<file path="src/core/apd_pkg.sv">
// Constants for the parameter and diagnostic record block
package apd_pkg;

  // ----------------------------------------------------------------
  // Record and object addressing
  // ----------------------------------------------------------------
  localparam logic [7:0]  SET_PARAM      = 8'h00;
  localparam logic [7:0]  SET_RANGE_CH0  = 8'h80;
  localparam logic [7:0]  SET_RANGE_CH1  = 8'h81;
  localparam logic [7:0]  SET_DIAG_FULL  = 8'h01;
  localparam logic [7:0]  SET_DIAG_SHORT = 8'h00;
  localparam logic [15:0] OBJ_WBRK       = 16'h3101;
  localparam logic [15:0] OBJ_RANGE_CH0  = 16'h3102;
  localparam logic [15:0] OBJ_RANGE_CH1  = 16'h3103;
  localparam logic [15:0] OBJ_DIAG_FULL  = 16'h2f01;
  localparam logic [15:0] OBJ_DIAG_SHORT = 16'h2f00;
  localparam logic [15:0] OBJ_DIAG_ALT   = 16'h5005;
  localparam logic [7:0]  SUB_DIAG_FIRST = 8'h02;
  localparam logic [4:0]  OFS_WBRK       = 5'h01;
  localparam logic [4:0]  DIAG_LEN       = 5'h14;
  localparam logic [4:0]  DIAG_SHORT_LEN = 5'h04;
  localparam logic [4:0]  OFS_STAMP      = 5'h10;

  // ----------------------------------------------------------------
  // Reset values and fixed descriptor bytes
  // ----------------------------------------------------------------
  localparam logic [7:0] WBRK_RST      = 8'h00;
  localparam logic [7:0] RANGE_RST     = 8'h31;
  localparam logic [7:0] MODULE_CLASS  = 8'h15;
  localparam logic [7:0] CHANNEL_KIND  = 8'h73;
  localparam logic [7:0] DIAG_BITS     = 8'h08;
  localparam logic [7:0] CHANNEL_COUNT = 8'h02;

  // ----------------------------------------------------------------
  // Field positions
  // ----------------------------------------------------------------
  localparam int SUM_EXT_BIT   = 2;
  localparam int SUM_CHAN_BIT  = 3;
  localparam int SUM_PARAM_BIT = 7;
  localparam int CH_CFG_BIT    = 0;
  localparam int CH_WBRK_BIT   = 4;

  // ----------------------------------------------------------------
  // Range codes and scaling
  // ----------------------------------------------------------------
  localparam logic [7:0] RNG_WIDE_0_20 = 8'h31;
  localparam logic [7:0] RNG_BIN_0_20  = 8'h41;
  localparam logic [7:0] RNG_WIDE_4_20 = 8'h30;
  localparam logic [7:0] RNG_BIN_4_20  = 8'h40;
  localparam logic [7:0] RNG_OFF       = 8'hff;
  localparam int WIDE_FULL  = 27648;
  localparam int BIN_FULL   = 16384;
  localparam int WIDE_OVER  = 32511;
  localparam int BIN_OVER   = 20480;
  localparam int WIDE_UNDER = -6912;
  localparam int BIN_UNDER  = -4096;
  localparam int SPAN_0_20_UA = 20000;
  localparam int SPAN_4_20_UA = 16000;
  localparam int LIVE_ZERO_UA = 4000;

  // ----------------------------------------------------------------
  // Microsecond ticker
  // ----------------------------------------------------------------
  localparam int CLK_MHZ  = 125;
  localparam int TICK_NS  = 1000;
  localparam int TICK_CYC = TICK_NS * CLK_MHZ / 1000;

endpackage

</file>
<file path="src/core/apd_diag_record.sv">
// Parameter store, output scaling and diagnostic record of the current module
// Function
// - Wire-break enable bits 0,1 per channel
// - Range FFh switches channel off
// - 31h: current is code times 20/27648 mA
// - 31h: overrange to 32511, limited at 0
// - 41h: current is code times 20/16384 mA
// - 41h: overrange to 20480, limited at 0
// - 30h: 4 mA plus code times 16/27648
// - 30h: up to 32511, down to -6912
// - 40h: 4 mA plus code times 16/16384
// - 40h: up to 20480, down to -4096
// - Errors light channel indicator and record
// - Record parameter errors, enabled wire-breaks only
// - Set 01h full record, 00h first four
// - Indices 2F01h, 2F00h and 5005h reach record
// - Record byte order with fixed descriptors
// - Error summary bits 2, 3 and 7
// - Module class 0101b with channel-info bit
// - Microsecond ticker from zero, stored at event
// - Group error bits per channel group
// - Channel byte: bit 0 config, bit 4 break
`timescale 1ns/10ps
module apd_diag_record #(
  parameter int NUM_CH = 2
) (
  input  wire logic                     i_ref_clk,
  input  wire logic                     i_srst,
  input  wire logic                     i_rec_wr,
  input  wire logic                     i_rec_rd,
  input  wire logic                     i_use_index,
  input  wire logic [7:0]               i_record_set_number,
  input  wire logic [15:0]              i_object_index,
  input  wire logic [7:0]               i_object_subindex,
  input  wire logic [4:0]               i_byte_offset,
  input  wire logic [7:0]               i_wdata,
  input  wire logic [NUM_CH-1:0][15:0]  i_out_code,
  input  wire logic [NUM_CH-1:0]        i_wire_break_pin,
  output logic      [7:0]               o_rdata,
  output logic                          o_rvalid,
  output logic                          o_rerr,
  output logic                          o_wack,
  output logic      [NUM_CH-1:0]        o_chan_active,
  output logic      [NUM_CH-1:0][14:0]  o_current_ua,
  output logic      [NUM_CH-1:0]        o_chan_err_led,
  output logic                          o_group_err_led
);

  // ----------------------------------------------------------------
  // Parameter registers
  // ----------------------------------------------------------------
  logic [1:0]              wire_break_enable_r;
  logic [NUM_CH-1:0][7:0]  channel_range_select_r;
  logic [NUM_CH-1:0]       wsel_range;
  logic                    wsel_wbrk;

  always_comb begin
    wsel_wbrk  = 1'b0;
    wsel_range = '0;
    if (i_use_index) begin
      wsel_wbrk     = i_object_index == apd_pkg::OBJ_WBRK;
      wsel_range[0] = i_object_index == apd_pkg::OBJ_RANGE_CH0;
      wsel_range[1] = i_object_index == apd_pkg::OBJ_RANGE_CH1;
    end else begin
      wsel_wbrk     = i_record_set_number == apd_pkg::SET_PARAM &&
                      i_byte_offset == apd_pkg::OFS_WBRK;
      wsel_range[0] = i_record_set_number == apd_pkg::SET_RANGE_CH0;
      wsel_range[1] = i_record_set_number == apd_pkg::SET_RANGE_CH1;
    end
  end

  // Reserved bits 7..2 are not stored; reads of set 00 return the diagnostic record instead
  always_ff @(posedge i_ref_clk) begin
    if (i_srst) begin
      wire_break_enable_r <= apd_pkg::WBRK_RST[1:0];
    end else if (i_rec_wr && wsel_wbrk) begin
      wire_break_enable_r <= i_wdata[1:0];
    end
  end

  always_ff @(posedge i_ref_clk) begin
    if (i_srst) begin
      channel_range_select_r <= {NUM_CH{apd_pkg::RANGE_RST}};
    end else begin
      for (int c = 0; c < NUM_CH; c++) begin
        if (i_rec_wr && wsel_range[c]) begin
          channel_range_select_r[c] <= i_wdata;
        end
      end
    end
  end

  // Writes to any other set or index are acknowledged but dropped
  always_ff @(posedge i_ref_clk) begin
    if (i_srst) begin
      o_wack <= 1'b0;
    end else begin
      o_wack <= i_rec_wr;
    end
  end

  // ----------------------------------------------------------------
  // Wire-break pin synchroniser
  // ----------------------------------------------------------------
  logic [NUM_CH-1:0] wbrk_meta_r;
  logic [NUM_CH-1:0] wbrk_sync_r;

  always_ff @(posedge i_ref_clk) begin
    if (i_srst) begin
      wbrk_meta_r <= '0;
      wbrk_sync_r <= '0;
    end else begin
      wbrk_meta_r <= i_wire_break_pin;
      wbrk_sync_r <= wbrk_meta_r;
    end
  end

  // ----------------------------------------------------------------
  // Per-channel scaling and fault detection
  // ----------------------------------------------------------------
  logic [NUM_CH-1:0] cfg_err;
  logic [NUM_CH-1:0] wbrk_err;
  logic [NUM_CH-1:0] active_nxt;
  logic [NUM_CH-1:0][14:0] current_nxt;

  genvar gc;
  generate
    for (gc = 0; gc < NUM_CH; gc++) begin : g_ch
      logic signed [31:0] code;
      logic signed [31:0] lim_code;
      logic signed [31:0] lo;
      logic signed [31:0] hi;
      logic signed [31:0] ua;
      logic               known;

      always_comb begin
        code  = 32'(signed'(i_out_code[gc]));
        known = 1'b1;
        lo    = 32'sd0;
        hi    = 32'sd0;
        unique case (channel_range_select_r[gc])
          apd_pkg::RNG_WIDE_0_20: begin
            hi = apd_pkg::WIDE_OVER;
          end
          apd_pkg::RNG_BIN_0_20: begin
            hi = apd_pkg::BIN_OVER;
          end
          apd_pkg::RNG_WIDE_4_20: begin
            lo = apd_pkg::WIDE_UNDER;
            hi = apd_pkg::WIDE_OVER;
          end
          apd_pkg::RNG_BIN_4_20: begin
            lo = apd_pkg::BIN_UNDER;
            hi = apd_pkg::BIN_OVER;
          end
          default: begin
            known = 1'b0;
          end
        endcase
        if (code < lo) begin
          lim_code = lo;
        end else if (code > hi) begin
          lim_code = hi;
        end else begin
          lim_code = code;
        end
        unique case (channel_range_select_r[gc])
          apd_pkg::RNG_WIDE_0_20: begin
            ua = lim_code * apd_pkg::SPAN_0_20_UA / apd_pkg::WIDE_FULL;
          end
          apd_pkg::RNG_BIN_0_20: begin
            ua = lim_code * apd_pkg::SPAN_0_20_UA / apd_pkg::BIN_FULL;
          end
          apd_pkg::RNG_WIDE_4_20: begin
            ua = apd_pkg::LIVE_ZERO_UA +
                 lim_code * apd_pkg::SPAN_4_20_UA / apd_pkg::WIDE_FULL;
          end
          apd_pkg::RNG_BIN_4_20: begin
            ua = apd_pkg::LIVE_ZERO_UA +
                 lim_code * apd_pkg::SPAN_4_20_UA / apd_pkg::BIN_FULL;
          end
          default: begin
            ua = 32'sd0;
          end
        endcase
        // Truncation toward zero keeps the live-zero ranges at or above zero
        // microamps, the floor code giving exactly zero; the stage cannot sink current
        if (ua < 0) begin
          ua = 32'sd0;
        end
      end

      // Off and unknown codes both leave the output unpowered
      assign active_nxt[gc]  = known;
      assign current_nxt[gc] = known ? ua[14:0] : 15'h0000;
      assign cfg_err[gc]     = !known &&
        channel_range_select_r[gc] != apd_pkg::RNG_OFF;
      // A switched-off channel has no loop to break
      assign wbrk_err[gc]    = wire_break_enable_r[gc] && known &&
                               wbrk_sync_r[gc];
    end
  endgenerate

  always_ff @(posedge i_ref_clk) begin
    if (i_srst) begin
      o_chan_active <= '0;
      o_current_ua  <= '0;
    end else begin
      o_chan_active <= active_nxt;
      o_current_ua  <= current_nxt;
    end
  end

  // ----------------------------------------------------------------
  // Microsecond ticker
  // ----------------------------------------------------------------
  localparam int PRE_W = $clog2(apd_pkg::TICK_CYC);
  localparam logic [PRE_W-1:0] PRE_LAST = PRE_W'(apd_pkg::TICK_CYC - 1);

  logic [PRE_W-1:0] pre_cnt_r;
  logic             us_tick;
  logic [31:0]      us_ticker_r;

  assign us_tick = pre_cnt_r == PRE_LAST;

  always_ff @(posedge i_ref_clk) begin
    if (i_srst || us_tick) begin
      pre_cnt_r <= '0;
    end else begin
      pre_cnt_r <= pre_cnt_r + 1'b1;
    end
  end

  // Wraps after 2^32-1 by natural overflow
  always_ff @(posedge i_ref_clk) begin
    if (i_srst) begin
      us_ticker_r <= 32'h0000_0000;
    end else if (us_tick) begin
      us_ticker_r <= us_ticker_r + 32'h0000_0001;
    end
  end

  // ----------------------------------------------------------------
  // Diagnostic state
  // ----------------------------------------------------------------
  logic [NUM_CH-1:0][7:0] chan_fault_nxt;
  logic [NUM_CH-1:0][7:0] chan_fault_r;
  logic [7:0]             group_fault_r;
  logic [7:0]             summary_r;
  logic [7:0]             summary_nxt;
  logic [31:0]            diag_timestamp_r;
  logic                   new_fault;

  always_comb begin
    for (int c = 0; c < NUM_CH; c++) begin
      chan_fault_nxt[c] = 8'h00;
      chan_fault_nxt[c][apd_pkg::CH_CFG_BIT]  = cfg_err[c];
      chan_fault_nxt[c][apd_pkg::CH_WBRK_BIT] = wbrk_err[c];
    end
    summary_nxt = 8'h00;
    summary_nxt[apd_pkg::SUM_EXT_BIT]   = |wbrk_err;
    summary_nxt[apd_pkg::SUM_CHAN_BIT]  = |(cfg_err | wbrk_err);
    summary_nxt[apd_pkg::SUM_PARAM_BIT] = |cfg_err;
  end

  // Any fault bit appearing marks a diagnostic event
  always_comb begin
    new_fault = 1'b0;
    for (int c = 0; c < NUM_CH; c++) begin
      new_fault = new_fault | |(chan_fault_nxt[c] & ~chan_fault_r[c]);
    end
  end

  always_ff @(posedge i_ref_clk) begin
    if (i_srst) begin
      chan_fault_r  <= '0;
      group_fault_r <= 8'h00;
      summary_r     <= 8'h00;
    end else begin
      chan_fault_r  <= chan_fault_nxt;
      summary_r     <= summary_nxt;
      for (int c = 0; c < NUM_CH; c++) begin
        group_fault_r[c] <= |chan_fault_nxt[c];
      end
    end
  end

  always_ff @(posedge i_ref_clk) begin
    if (i_srst) begin
      diag_timestamp_r <= 32'h0000_0000;
    end else if (new_fault) begin
      diag_timestamp_r <= us_ticker_r;
    end
  end

  // No interrupt output exists; indicators only
  always_ff @(posedge i_ref_clk) begin
    if (i_srst) begin
      o_chan_err_led  <= '0;
      o_group_err_led <= 1'b0;
    end else begin
      for (int c = 0; c < NUM_CH; c++) begin
        o_chan_err_led[c] <= |chan_fault_nxt[c];
      end
      o_group_err_led <= |summary_nxt;
    end
  end

  // ----------------------------------------------------------------
  // Diagnostic record image
  // ----------------------------------------------------------------
  logic [7:0] diag_byte [20];

  always_comb begin
    for (int b = 0; b < 20; b++) begin
      diag_byte[b] = 8'h00;
    end
    diag_byte[0]  = summary_r;
    diag_byte[1]  = apd_pkg::MODULE_CLASS;
    diag_byte[3]  = 8'h00;
    diag_byte[4]  = apd_pkg::CHANNEL_KIND;
    diag_byte[5]  = apd_pkg::DIAG_BITS;
    diag_byte[6]  = apd_pkg::CHANNEL_COUNT;
    diag_byte[7]  = group_fault_r;
    diag_byte[8]  = chan_fault_r[0];
    diag_byte[9]  = chan_fault_r[1];
    diag_byte[16] = diag_timestamp_r[7:0];
    diag_byte[17] = diag_timestamp_r[15:8];
    diag_byte[18] = diag_timestamp_r[23:16];
    diag_byte[19] = diag_timestamp_r[31:24];
  end

  // ----------------------------------------------------------------
  // Record read decode
  // ----------------------------------------------------------------
  logic [4:0] rd_idx;
  logic [4:0] rd_limit;
  logic       rd_hit;
  logic [7:0] sub_rel;

  always_comb begin
    rd_idx   = i_byte_offset;
    rd_limit = 5'h00;
    rd_hit   = 1'b0;
    sub_rel  = i_object_subindex - apd_pkg::SUB_DIAG_FIRST;
    if (i_use_index) begin
      if (i_object_index == apd_pkg::OBJ_DIAG_FULL) begin
        rd_hit   = 1'b1;
        rd_limit = apd_pkg::DIAG_LEN;
      end else if (i_object_index == apd_pkg::OBJ_DIAG_SHORT) begin
        rd_hit   = 1'b1;
        rd_limit = apd_pkg::DIAG_SHORT_LEN;
      end else if (i_object_index == apd_pkg::OBJ_DIAG_ALT &&
                   i_object_subindex >= apd_pkg::SUB_DIAG_FIRST &&
                   sub_rel < 8'(apd_pkg::DIAG_LEN)) begin
        rd_hit   = 1'b1;
        rd_limit = apd_pkg::DIAG_LEN;
        rd_idx   = sub_rel[4:0];
      end
    end else begin
      if (i_record_set_number == apd_pkg::SET_DIAG_FULL) begin
        rd_hit   = 1'b1;
        rd_limit = apd_pkg::DIAG_LEN;
      end else if (i_record_set_number == apd_pkg::SET_DIAG_SHORT) begin
        rd_hit   = 1'b1;
        rd_limit = apd_pkg::DIAG_SHORT_LEN;
      end
    end
    rd_hit = rd_hit && rd_idx < rd_limit;
  end

  // One-cycle read latency; misses return zero with the error flag
  always_ff @(posedge i_ref_clk) begin
    if (i_srst) begin
      o_rdata  <= 8'h00;
      o_rvalid <= 1'b0;
      o_rerr   <= 1'b0;
    end else begin
      o_rvalid <= i_rec_rd;
      o_rerr   <= i_rec_rd && !rd_hit;
      if (i_rec_rd) begin
        o_rdata <= rd_hit ? diag_byte[rd_idx] : 8'h00;
      end
    end
  end

endmodule

</file>
<file path="config.mk">
export PLATFORM = sky130hd
export DESIGN_NAME = apd_diag_record
export DESIGN_NICKNAME = d
export VERILOG_FILES = /design/src/core/apd_pkg.sv /design/src/core/apd_diag_record.sv
export SDC_FILE = /design/constraint.sdc
export NUM_CORES = 2
export LEC_CHECK = 0
export ABC_AREA = 1
export BUFFER_PORTS_ARGS = -buffer_cell sky130_fd_sc_hd__buf_4
export CORE_MARGIN = 2
export CORE_UTILIZATION = 50
export CTS_BUF_LIST = sky130_fd_sc_hd__clkbuf_4
export DETAILED_ROUTE_END_ITERATION = 7
export PLACE_DENSITY_LB_ADDON = 0.25
export RECOVER_POWER = 100
export REMOVE_ABC_BUFFERS = 1
export SLEW_MARGIN = 20
export SYNTH_ARGS = -nofsm -noshare
export SYNTH_HDL_FRONTEND = slang
export SYNTH_SLANG_ARGS = --single-unit
export TNS_END_PERCENT = 1
</file>
<file path="constraint.sdc">
create_clock -name i_ref_clk -period 26 [get_ports i_ref_clk]
set_input_delay 5.2 -clock i_ref_clk [delete_from_list [all_inputs] [get_ports i_ref_clk]]
set_output_delay 5.2 -clock i_ref_clk [all_outputs]
set_load 0.01 [all_outputs]
</file>
==> qor.yml <==
clock_network:
  cts_max_path_buffers: 2
  numCtsBuffers: 17
  cts_tree: "yes"
  cts_sinks: 146
  cts.clk_slew.worst_paths_ns: 0.21
  ctsHoldBuffers: 0
  h-tree-depth: 4
  clk_latency_ns: 0.64
  cts_root_buf: "clkbuf_4"
worst_setup_path:
  arrival_ns: 27.34
  path_delay_family: "simple AND/OR/NAND/NOR gates"
  cpMostUsedCell: "nand2_2"
  cp_max_fo: 17
  end_kind: "flop"
  crit_buf_inv: 34
  worst_path_max_delay_cell: "fa_1"
  required_ns: 26.62
  start_kind: "input pin"
  critical_path_class: "in2reg"
  cp_slowest_stage_delay_ns: 0.58
sta:
  slew_headroom: -0.6454
  hold_viol_final: 0
  finalSetupViolations: 30
  max_freq_mhz: 37.43
  fin_skew_ns: 0.04675
  final.period_utilization: 1.028
  layout_min_cycle_time_ns: 26.72
  worstMarginPinSlew_ns: 2.468
  grt_setup_unrepaired: "true"
  drv_slew: 107
  setup_slack_ns: -0.7201
drt:
  route.vias.total: 61519
  drc_errors: 0
  dr.pass1.iters: 8
  drt_iter0_markers: 4716
  wl_per_cell_um: 15.91
  ant_nets: 0
  routed_wl_um: 186700
  viasPerCell: 5.242
status:
  violations: "max-capacitance violations, max-slew violations, negative setup slack"
  run_status: "finished, violations left"
floorplanning:
  start_util: 0.5036
  ios: 130
  die_y_um: 321.4
  fp-row-count: 116
  die_area_um2: 103300
  core-area_um2: 100000
  die_x_um: 321.4
global_route:
  grt_pass1_wl_um: 292800
  top_usage_layer: "met2"
  grt_pass1_vias: 58048
  grt_overflow: 0
  grt_use_met2: 0.5938
  antenna_found_initial: 4
  grt_start_max_net_pins: 70
  use_met3: 0.03010
  use_met1: 0.4632
  grt.total_usage: 0.3454
logic_synthesis:
  synthMuxAreaShare: 0
  yosysSeqAreaShare: 0.05804
  synth-simple-area-share: 0.4827
  synth_area_um2: 50360
  synthAdderAreaFrac: 0.1604
  avgSynthCellArea_um2: 6.012
  synth_top_family_by_area: "simple AND/OR/NAND/NOR gates"
  synth_edf_count: 0
  netlist_instances: 8376
  ys.flop_type: "dfxtp_1"
  synth-compound-area-share: 0.09447
  synth_xor_area_frac: 0.06791
  synth_cell_types: 101
  synth_seq_cells: 146
  synth-async-reset-ratio: 0
  yosys_warnings: 0
place:
  dp_cells: 11575
  hpwl_um: 156300
  port_buffers: 129
  place.gp.congestion: 1.002
cells_and_area:
  fin_cells: 11736
  syn2layout_area_growth_pct: 37.20
  n_fill_cell: 9139
  drive_above_1_share: 0.3262
  final_nets: 11034
hold_path:
  hold_class: "reg2reg"
flow_run:
  max_cap_viol_count: 2
[metrics by stage]
step           hold slack [ns]  worst slack [ns]  instance area, um^2  TNS [ns]  utilization
2_1_floorplan           0.3883            -1.981                49040    -57.31            -
3_3_place_gp            0.3938            -2.384                66070    -49.52       0.6607
3_5_place_dp            0.4043            -2.540                66070    -60.68       0.6607
4_1_cts                 0.4241           -0.5906                67290    -14.74       0.6729
5_1_grt                 0.4399            -2.314                69090    -65.53       0.6909
6_report                0.4254           -0.7201                69090    -15.32       0.6909
[worst min-delay path, stage by stage (launching register included)]
cell and delay [ns]:
dfxtp_1 0.34, inv_1 0.04, nor2_1 0.03
[final cells by class]
type | instances | area, um^2 | area share
multi-input cells | 6643 | 42490 | 0.6150
repair buffers | 2144 | 16160 | 0.2339
inverters | 1470 | 5578 | 0.08073
flip-flops and latches | 146 | 2923 | 0.04230
well taps | 1298 | 1624 | 0.02351
clock inverters | 15 | 180.2 | 0.002608
clock buffers | 17 | 127.6 | 0.001847
repair inverters | 1 | 7.507 | 0.0001087
diodes | 2 | 5.005 | 0.00007244
[what timing repair did]
action / CTS / global route
pin swaps: 45 / 141
setup buffers: 41 / 66
endpoints found under the setup margin: 30 / 30
gates cloned: 8 / 11
resized for setup: 112 / 345
[final timing paths]
kind | startpoint | to | slack (ns) | cells past startpoint
min reg2reg | wbrk_meta_r[1]$_SDFF_PP0_ | wbrk_sync_r[1]$_SDFF_PP0_ | 0.43 | 2
max reg2reg | channel_range_select_r[6]$_SDFFE_PP0P_ | o_current_ua[12]$_SDFF_PP0_ | 2.01 | 173
min | wbrk_meta_r[1]$_SDFF_PP0_ | wbrk_sync_r[1]$_SDFF_PP0_ | 0.43 | 2
max | i_out_code[1] | o_current_ua[12]$_SDFF_PP0_ | -0.72 | 170
[layout by cell type, fill, tap and decap left out, types with 14 or more instances in the layout]
master    instances
nand2_1        2095
buf_4          2063
inv_1          1329
nand3_1         754
nor2_1          703
nand2_2         339
ha_1            315
xor2_1          277
o21ai_0         239
nand4_1         221
a21oi_1         220
fa_1            196
nor2_2          164
dfxtp_1         146
nand2_4         132
nand3_2         118
nor2_4          113
inv_2           104
nor3_1           91
xnor2_1          72
o21ai_1          53
clkbuf_1         48
a21oi_2          47
nand3b_1         38
nor4_1           34
o21ai_2          31
nand3_4          28
a31oi_1          27
clkbuf_4         20
or2_2            19
clkinv_1         18
o211ai_1         17
buf_12           15
o21bai_1         14
nand2_8          14
xor2_2           14
[synth_stat cells (38+ instances only)]
cell type,number,share of area
nand3b_1,38,0.0057
nor2_2,121,0.015
nand2_4,119,0.027
nand4_1,221,0.027
inv_2,93,0.0069
o21ai_0,265,0.026
nand2_2,302,0.038
nor2_1,798,0.059
nand2_1,2144,0.16
ha_1,331,0.082
nand3_2,80,0.016
xor2_1,281,0.049
nor3_1,98,0.0097
xnor2_1,76,0.013
nor2_4,60,0.013
inv_1,1343,0.10
fa_1,196,0.078
o21ai_1,44,0.0044
a21oi_1,247,0.025
dfxtp_1,146,0.058
nand3_1,796,0.079
[registers in the layout (all words and copies together) (netlist names), 2 cells and up]
| name | cells |
|---|---|
| wire_break_enable_r | 2 |
| chan_fault_r | 4 |
| o_current_ua | 30 |
| diag_timestamp_r | 32 |
| us_ticker_r | 32 |
| o_chan_active | 2 |
| o_chan_err_led | 2 |
| summary_r | 3 |
| pre_cnt_r | 7 |
| channel_range_select_r | 16 |
| o_rdata | 8 |
| wbrk_meta_r | 2 |
| wbrk_sync_r | 2 |
[cell families after synthesis]
kind of cell             after synthesis
flip-flops                           146
AO/OA/AOI/OAI                        789
AND/OR/NAND/NOR                     4934
adder cells (fa/ha/maj)              528
XOR/XNOR                             375
buffers and inverters               1604
[per-layer routing]
layer / vias up / part of all wire
li1: 30830 / -
met1: 28445 / 0.44
met2: 1913 / 0.47
met3: 329 / 0.061
met4: 2 / 0.027
met5: - / 0.000091
Power is not shown: default switching activity piles up to over one toggle a cycle in this logic, so the estimate is an artifact.
